--- config.mk ---
export PLATFORM = sky130hd
export DESIGN_NAME = ckg_clock_gen
export DESIGN_NICKNAME = d
export VERILOG_FILES = /design/src/inc/ckg_pkg.sv /design/src/inc/ckg_edge_if.sv /design/src/ckg_edge_sync.sv /design/src/ckg_pll_ctrl.sv /design/src/ckg_clock_gen.sv
export SDC_FILE = /design/constraint.sdc
export NUM_CORES = 1
export LEC_CHECK = 0
export ABC_AREA = 0
export BUFFER_PORTS_ARGS = -buffer_cell sky130_fd_sc_hd__buf_2
export CORE_UTILIZATION = 55
export CTS_CLUSTER_DIAMETER = 40
export DETAILED_ROUTE_END_ITERATION = 7
export GPL_TIMING_DRIVEN = 0
export PLACE_DENSITY = 0.78
export SLEW_MARGIN = 40
export SYNTH_ARGS = -nofsm -noshare
export SYNTH_HDL_FRONTEND = slang
export SYNTH_HIERARCHICAL = 1
export SYNTH_SLANG_ARGS = --single-unit
--- constraint.sdc ---
create_clock -name i_clock -period 2.16 [get_ports i_clock]
set_input_delay 0.216 -clock i_clock [delete_from_list [all_inputs] [get_ports i_clock]]
set_output_delay 0.216 -clock i_clock [all_outputs]
set_load 0.1 [all_outputs]
--- src/inc/ckg_pkg.sv ---
// Shared constants and types for the clock generator control block
package ckg_pkg;
    localparam int OSC_CNT_W = 8;
    localparam int FREQ_CNT_W = 16;
    localparam int MUL_W = 11;
    localparam int DIV_W = 8;
    localparam int PLL_CNT_W = 6;
    localparam int SLOW_PRESCALE = 8;
    localparam int MEAS_PERIODS = 16;
    localparam logic [OSC_CNT_W-1:0] OSC_COUNT_RST = 8'h00;
    localparam logic [MUL_W-1:0] MUL_RST = 11'h000;
    localparam logic [DIV_W-1:0] DIV_RST = 8'h00;
    localparam logic [PLL_CNT_W-1:0] PLL_CNT_RST = 6'h3f;
    localparam logic [2:0] PRESCALE_LAST = 3'(SLOW_PRESCALE - 1);
    localparam logic [4:0] MEAS_LAST = 5'(MEAS_PERIODS);
    typedef enum logic [1:0] {
        CKG_OSC_OFF,
        CKG_OSC_START,
        CKG_OSC_STABLE,
        CKG_OSC_BYPASS
    } ckg_osc_e;
    typedef enum logic [1:0] {
        CKG_MEAS_IDLE,
        CKG_MEAS_WAIT,
        CKG_MEAS_RUN,
        CKG_MEAS_DONE
    } ckg_meas_e;
endpackage

--- src/inc/ckg_edge_if.sv ---
// Synchronised slow and main clock edge events shared between the modules
`timescale 1ns/1ps
interface ckg_edge_if;
    logic slow_rise;
    logic slow_fall;
    logic main_rise;
    modport src (output slow_rise, output slow_fall, output main_rise);
    modport dst (input slow_rise, input slow_fall, input main_rise);
endinterface

--- src/ckg_edge_sync.sv ---
// Three-stage synchronisers and edge detectors for the sampled clocks
`timescale 1ns/1ps
module ckg_edge_sync (
    // Clock and reset
    input wire logic i_clock,
    input wire logic i_rst_n,
    // Sampled clock pins
    input wire logic i_slow_clock,
    input wire logic i_main_clock,
    // Edge events
    ckg_edge_if.src edges
);
    logic [2:0] slow_sync_r;
    logic [2:0] main_sync_r;

    always_ff @(posedge i_clock or negedge i_rst_n) begin
        if (!i_rst_n) begin
            slow_sync_r <= 3'h0;
            main_sync_r <= 3'h0;
        end else begin
            slow_sync_r <= {slow_sync_r[1:0], i_slow_clock};
            main_sync_r <= {main_sync_r[1:0], i_main_clock};
        end
    end

    // Only stages two and three are compared; stage one may be metastable
    assign edges.slow_rise = slow_sync_r[1] & ~slow_sync_r[2];
    assign edges.slow_fall = ~slow_sync_r[1] & slow_sync_r[2];
    assign edges.main_rise = main_sync_r[1] & ~main_sync_r[2];
endmodule

--- src/ckg_pll_ctrl.sv ---
// PLL enable, input gating and lock countdown
`timescale 1ns/1ps
module ckg_pll_ctrl
    import ckg_pkg::*;
(
    // Clock and reset
    input wire logic i_clock,
    input wire logic i_rst_n,
    // Configuration
    input wire logic i_cfg_write,
    input wire logic [ckg_pkg::MUL_W-1:0] i_pll_multiplier,
    input wire logic [ckg_pkg::DIV_W-1:0] i_pll_divider,
    input wire logic [ckg_pkg::PLL_CNT_W-1:0] i_pll_settle_count,
    // Edge events
    ckg_edge_if.dst edges,
    // Status
    output logic o_pll_enable,
    output logic o_div_enable,
    output logic o_pll_lock
);
    logic [MUL_W-1:0] mul_r;
    logic [DIV_W-1:0] div_r;
    logic [PLL_CNT_W-1:0] cnt_r;
    logic counting_r;
    logic lock_r;
    logic changed;

    // Any multiplier or divider change or a re-enable restarts the lock countdown
    assign changed = i_cfg_write && ((i_pll_multiplier != mul_r) || (i_pll_divider != div_r)
        || (mul_r == MUL_RST));

    always_ff @(posedge i_clock or negedge i_rst_n) begin
        if (!i_rst_n) begin
            mul_r <= MUL_RST;
            div_r <= DIV_RST;
        end else if (i_cfg_write) begin
            mul_r <= i_pll_multiplier;
            div_r <= i_pll_divider;
        end
    end

    always_ff @(posedge i_clock or negedge i_rst_n) begin
        if (!i_rst_n) begin
            cnt_r <= PLL_CNT_RST;
            counting_r <= 1'b0;
            lock_r <= 1'b0;
        end else if (i_cfg_write && (changed || !lock_r)) begin
            cnt_r <= i_pll_settle_count;
            counting_r <= 1'b1;
            lock_r <= 1'b0;
        end else if (counting_r && (mul_r != MUL_RST) && (div_r != DIV_RST)) begin
            if (cnt_r == '0) begin
                counting_r <= 1'b0;
                lock_r <= 1'b1;
            end else if (edges.slow_rise) begin
                cnt_r <= cnt_r - 1'b1;
            end
        end
    end

    // Zero divider gates both outputs low; zero multiplier powers the PLL down
    assign o_div_enable = (div_r != DIV_RST);
    assign o_pll_enable = (mul_r != MUL_RST) && (div_r != DIV_RST);
    assign o_pll_lock = lock_r && o_pll_enable;
endmodule

--- src/ckg_clock_gen.sv ---
// Clock generator control: oscillator start-up, frequency meter and PLL
`timescale 1ns/1ps
module ckg_clock_gen
    import ckg_pkg::*;
#(
    parameter int FREQ_W = ckg_pkg::FREQ_CNT_W
) (
    // Clock and reset
    input wire logic i_clock,
    input wire logic i_rst_n,
    // Sampled clocks
    input wire logic i_slow_clock,
    input wire logic i_main_clock,
    // Oscillator control
    input wire logic i_osc_write,
    input wire logic i_osc_enable_bit,
    input wire logic i_osc_bypass_bit,
    input wire logic [ckg_pkg::OSC_CNT_W-1:0] i_osc_startup_count,
    // PLL control
    input wire logic i_pll_write,
    input wire logic [ckg_pkg::MUL_W-1:0] i_pll_multiplier,
    input wire logic [ckg_pkg::DIV_W-1:0] i_pll_divider,
    input wire logic [ckg_pkg::PLL_CNT_W-1:0] i_pll_settle_count,
    // Oscillator status
    output logic o_osc_power_on,
    output logic o_osc_bypass,
    output logic o_osc_stable_flag,
    output logic o_main_clock_valid,
    // Frequency measurement
    output logic o_freq_measure_ready,
    output logic [FREQ_W-1:0] o_freq_measure_count,
    // PLL status
    output logic o_pll_enable,
    output logic o_div_enable,
    output logic o_pll_lock
);
    ckg_edge_if edges ();

    ckg_osc_e osc_state_r;
    ckg_meas_e meas_state_r;
    logic enable_r;
    logic bypass_r;
    logic [OSC_CNT_W-1:0] osc_cnt_r;
    logic [2:0] prescale_r;
    logic stable_r;
    logic stable_d_r;
    logic [4:0] falls_r;
    logic [FREQ_W-1:0] freq_r;
    logic ready_r;
    logic tick8;
    logic stable_rise;

    ckg_edge_sync u_sync (
        .i_clock(i_clock),
        .i_rst_n(i_rst_n),
        .i_slow_clock(i_slow_clock),
        .i_main_clock(i_main_clock),
        .edges(edges)
    );

    ckg_pll_ctrl u_pll (
        .i_clock(i_clock),
        .i_rst_n(i_rst_n),
        .i_cfg_write(i_pll_write),
        .i_pll_multiplier(i_pll_multiplier),
        .i_pll_divider(i_pll_divider),
        .i_pll_settle_count(i_pll_settle_count),
        .edges(edges),
        .o_pll_enable(o_pll_enable),
        .o_div_enable(o_div_enable),
        .o_pll_lock(o_pll_lock)
    );

    // Slow clock divided by eight, as a one-cycle enable
    assign tick8 = edges.slow_rise && (prescale_r == PRESCALE_LAST);

    always_ff @(posedge i_clock or negedge i_rst_n) begin
        if (!i_rst_n) begin
            prescale_r <= 3'h0;
        end else if (i_osc_write) begin
            prescale_r <= 3'h0;
        end else if (edges.slow_rise) begin
            prescale_r <= prescale_r + 3'h1;
        end
    end

    always_ff @(posedge i_clock or negedge i_rst_n) begin
        if (!i_rst_n) begin
            enable_r <= 1'b0;
            bypass_r <= 1'b0;
        end else if (i_osc_write) begin
            enable_r <= i_osc_enable_bit;
            bypass_r <= i_osc_bypass_bit;
        end
    end

    // Oscillator start-up sequencer
    always_ff @(posedge i_clock or negedge i_rst_n) begin
        if (!i_rst_n) begin
            osc_state_r <= CKG_OSC_OFF;
            osc_cnt_r <= OSC_COUNT_RST;
            stable_r <= 1'b0;
        end else if (i_osc_write) begin
            osc_cnt_r <= i_osc_startup_count;
            stable_r <= 1'b0;
            if (i_osc_bypass_bit && !i_osc_enable_bit) begin
                osc_state_r <= CKG_OSC_BYPASS;
            end else if (i_osc_enable_bit) begin
                osc_state_r <= CKG_OSC_START;
            end else begin
                osc_state_r <= CKG_OSC_OFF;
            end
        end else begin
            case (osc_state_r)
                CKG_OSC_START: begin
                    if (osc_cnt_r == '0) begin
                        osc_state_r <= CKG_OSC_STABLE;
                        stable_r <= 1'b1;
                    end else if (tick8) begin
                        osc_cnt_r <= osc_cnt_r - 1'b1;
                    end
                end
                CKG_OSC_BYPASS: begin
                    stable_r <= 1'b1;
                end
                default: begin
                end
            endcase
        end
    end

    always_ff @(posedge i_clock or negedge i_rst_n) begin
        if (!i_rst_n) begin
            stable_d_r <= 1'b0;
        end else begin
            stable_d_r <= stable_r;
        end
    end

    assign stable_rise = stable_r && !stable_d_r;

    // Frequency meter: counts main rises from a slow rise to the sixteenth slow fall
    always_ff @(posedge i_clock or negedge i_rst_n) begin
        if (!i_rst_n) begin
            meas_state_r <= CKG_MEAS_IDLE;
            falls_r <= 5'h00;
            freq_r <= '0;
            ready_r <= 1'b0;
        end else if (!stable_r) begin
            meas_state_r <= CKG_MEAS_IDLE;
            ready_r <= 1'b0;
        end else if (stable_rise) begin
            meas_state_r <= CKG_MEAS_WAIT;
            falls_r <= 5'h00;
            freq_r <= '0;
            ready_r <= 1'b0;
        end else begin
            case (meas_state_r)
                CKG_MEAS_WAIT: begin
                    if (edges.slow_rise) begin
                        meas_state_r <= CKG_MEAS_RUN;
                    end
                end
                CKG_MEAS_RUN: begin
                    // Saturate rather than wrap on an over-fast main clock
                    if (edges.main_rise && (freq_r != '1)) begin
                        freq_r <= freq_r + 1'b1;
                    end
                    if (edges.slow_fall) begin
                        falls_r <= falls_r + 5'h01;
                        if (falls_r + 5'h01 == MEAS_LAST) begin
                            meas_state_r <= CKG_MEAS_DONE;
                            ready_r <= 1'b1;
                        end
                    end
                end
                default: begin
                end
            endcase
        end
    end

    assign o_osc_power_on = enable_r;
    assign o_osc_bypass = bypass_r;
    assign o_osc_stable_flag = stable_r;
    assign o_main_clock_valid = stable_r;
    assign o_freq_measure_ready = ready_r;
    assign o_freq_measure_count = freq_r;
endmodule

==> impl_metrics.yaml <==
placement:
  place_inst: 486
  hpwl_mm: 5.342
  place_congestion: 0.8156
  io_buffers: 63
  pre_cts_ws_ns: 0.007138
  place_area_sq_mm: 0.004245
sta:
  min_period_over_period_pct: 95.57
  tightest_slew_ns: 0.6186
  finalHoldViolations: 0
  finalWorstPathRequiredPeriod_ns: 2.064
  fmax_mhz: 484.4
  finClkSkew_ns: 0.009848
  finalWorstSetupSlack_ns: 0.09564
  setup_tns_ns: 0
  max_slew_margin_pct: 58.76
  drv_slew: 0
  setup_viol: 0
  whs_ns: 0.07555
logic_synthesis:
  ys_seq_area_share_pct: 48.99
  yosysTopAreaCellShare_pct: 44.84
  ys_warn_count: 6
  netlist_area_sq_mm: 0.003795
  synth.largest_area_cell: "dfrtp_1"
  syn_area_per_cell_sq_um: 11.00
  ys_types: 52
  syn_inst: 345
  ys_ff_latch: 74
  synth.area.top_cells: "dfrtp_1 (45%), mux2_2 (8.0%), xor2_1 (5.5%)"
  syn-num-nets: 393
clocking:
  clockBufferDepth: 2
  cts_root_buf: "clkbuf_8"
  path_clk_slew_ns: 0.08
  cts_max_level: 3
  cts_inserted_buffers: 9
  cts.sinks: 74
  clock_latency_ns: 0.35
  cts_tree: "built"
worst_setup_path:
  crit_fanout: 4
  crit_type: "reg2out"
  cp-start-kind: "register"
  r2r-start: "u_pll/mul_r[4]$_DFFE_PN0P_"
  cpMaxStageDelayCell: "dfrtp_1"
  path_buf_inv: 1
  r2r_end: "u_pll/cnt_r[1]$_DFFE_PN1P_"
  crit_arrival_ns: 1.85
  cpLargestDelayFamily: "simple AND/OR/NAND/NOR gates"
  r2r_setup_slack_ns: 0.11
  cp-end-kind: "primary output"
  max_stage_delay_ns: 0.41
  cp.required_ns: 1.94
  ff2ff_path_depth: 6
  path_cells: "nor4_1 > nand3_1 > and3_1 > buf_2"
outcome:
  status: "finished, final reports clean"
floorplanning:
  die_h_microns: 85.07
  row_count: 29
  core_sq_mm: 0.006495
  die_area_sq_mm: 0.007236
  ioPinCount: 65
  start_util_pct: 58.43
  die_x_microns: 85.07
cells_and_area:
  fin_util_pct: 69.89
  design_area_sq_mm: 0.004539
  instances_no_fill: 508
  fillers: 500
  final_nets: 474
  layout_common_cells: "dfrtp_1 (62), buf_2 (62), nor2_1 (31)"
  num_antenna_cells: 0
  layout-drive-gt1-share_pct: 34.57
  area_growth_pct: 19.62
power:
  power_mw: 3.084
  power.leakage_nw: 2.073
  ir_drop_uv: 515.2
  power.density_mw_per_mm2: 679.5
hold_path:
  whs_endpoint: "osc_cnt_r[3]$_DFFE_PN0P_"
  hold_depth: 3
  min_from: "i_osc_startup_count[3]"
  hold_path_class: "in2reg"
routing:
  drc_errors: 0
  wl_per_cell_microns: 14.53
  routed_wl_mm: 7.383
  via_per_inst: 5.549
  first_pass_iters: 4
  vias: 2819
  ant_nets: 0
  drt-initial-drc-count: 115
global_route:
  grt_overflow: 0
  grt_pass1_vias: 2793
  gr-usage-all-layers_pct: 22.04
  grt_pass1_wl_mm: 12.53
  antenna_found_initial: 0
  grt_max_degree: 41
run:
  maxCapViolations: 0
-- report_power, final --
part	internal (mW)	switching (mW)
sequential	1.48	0.0853
combinational	0.181	0.230
clock	0.591	0.514
total	2.25	0.830
-- logic make-up (layout without fill, tap and decap cells) --
group / Yosys count / count (layout) / share of synthesized area (%)
AO/OA/AOI/OAI: 36 / 36 / 6.264
multiplexers: 31 / 31 / 9.067
AND/OR/NAND/NOR: 130 / 130 / 20.34
buffers and inverters: 20 / 106 / 2.176
XOR/XNOR: 47 / 47 / 10.85
adder cells (fa/ha/maj): 7 / 7 / 2.308
flip-flops: 74 / 74 / 48.99
-- worst max path at each step --
| stage | startpoint | endpoint | slack, ns | cells after the start |
|---|---|---|---|---|
| 4_1_cts | u_sync/slow_sync_r[1]$_DFF_PN0_ | osc_cnt_r[6]$_DFFE_PN0P_ | 0.02 | 7 |
| 3_5_place_dp | u_pll/mul_r[4]$_DFFE_PN0P_ | u_pll/cnt_r[1]$_DFFE_PN1P_ | 0.007 | 5 |
| 2_1_floorplan | o_freq_measure_count[5]$_DFFE_PN0P_ | o_freq_measure_count[4]$_DFFE_PN0P_ | 0.00003 | 5 |
| 5_1_grt | u_pll/mul_r[3]$_DFFE_PN0P_ | o_pll_lock | -0.01 | 4 |
| 3_3_place_gp | u_pll/div_r[4]$_DFFE_PN0P_ | u_pll/cnt_r[0]$_DFFE_PN1P_ | 0.04 | 5 |
| 6_report | u_pll/mul_r[6]$_DFFE_PN0P_ | o_pll_lock | 0.1 | 4 |
-- registers in the layout (all words and copies together), names as in the netlist --
name and cells:
meas_state_r 2, o_osc_power_on 1, osc_cnt_r 8, prescale_r 3
u_sync/slow_sync_r 3, o_freq_measure_count 16, u_pll/mul_r 11, u_sync/main_sync_r 3
u_pll/counting_r 1, o_osc_bypass 1, o_freq_measure_ready 1, u_pll/cnt_r 6
o_main_clock_valid 1, stable_d_r 1, falls_r 5, osc_state_r 2
u_pll/lock_r 1, u_pll/div_r 8
-- metal layers --
layer | global-route usage (%) | vias to the layer above | part of all wire (%) | routed length [microns]
met5 | 0 | - | 0 | 0
met4 | 8.629 | 0 | 1.3 | 95
met3 | 3.988 | 10 | 4.3 | 318
met2 | 36.80 | 64 | 50 | 3681
met1 | 28.68 | 1367 | 45 | 3288
li1 | - | 1378 | - | -
-- final cells by class --
cell class | count | area [sq um] | share of cell area, %
Multi-Input combinational cell | 251 | 1896 | 41.76
Clock buffer | 11 | 151.4 | 3.335
Clock inverter | 5 | 52.55 | 1.158
Tap cell | 77 | 96.34 | 2.122
Timing Repair Buffer | 70 | 394.1 | 8.682
Buffer | 10 | 45.04 | 0.9923
Inverter | 10 | 37.54 | 0.8269
Sequential cell | 74 | 1867 | 41.12
-- repair_timing --
action | in CTS | in global routing
endpoints found under the hold margin | 30 | 0
buffers inserted | 2 | 1
pin swaps | 2 | 1
endpoints found under the setup margin | 3 | 9
resized for setup | 0 | 6
hold buffers | 3 | 0
-- Yosys cell counts (all sizes together) --
cell type / instances
a41o: 1
nand3: 12
or3: 3
xor2: 24
a21oi: 12
nand2: 22
nor2b: 6
dfstp: 6
nand4: 11
nand4b: 4
inv: 10
a22o: 1
and3: 4
ha: 7
dfrtp: 68
buf: 4
nor3: 8
nor4b: 1
mux2i: 4
o31ai: 1
mux2: 27
nor4: 14
and4: 1
nor3b: 2
a21o: 1
xnor2: 23
and2b: 2
o22ai: 1
and4b: 2
clkbuf: 6
o311a: 1
and2: 2
a211oi: 1
a31oi: 1
nor2: 32
a2111oi: 1
nand3b: 4
o21ai: 15
-- worst register-to-register path: stages, from the launching register on --
cell and delay, ns:
dfrtp_1 0.41, xor2_1 0.16, nor4_2 0.36, nand4_1 0.24, o31ai_4 0.28, buf_4 0.20
mux2_2 0.34
Note: power is estimated with default switching activity, not from simulation.
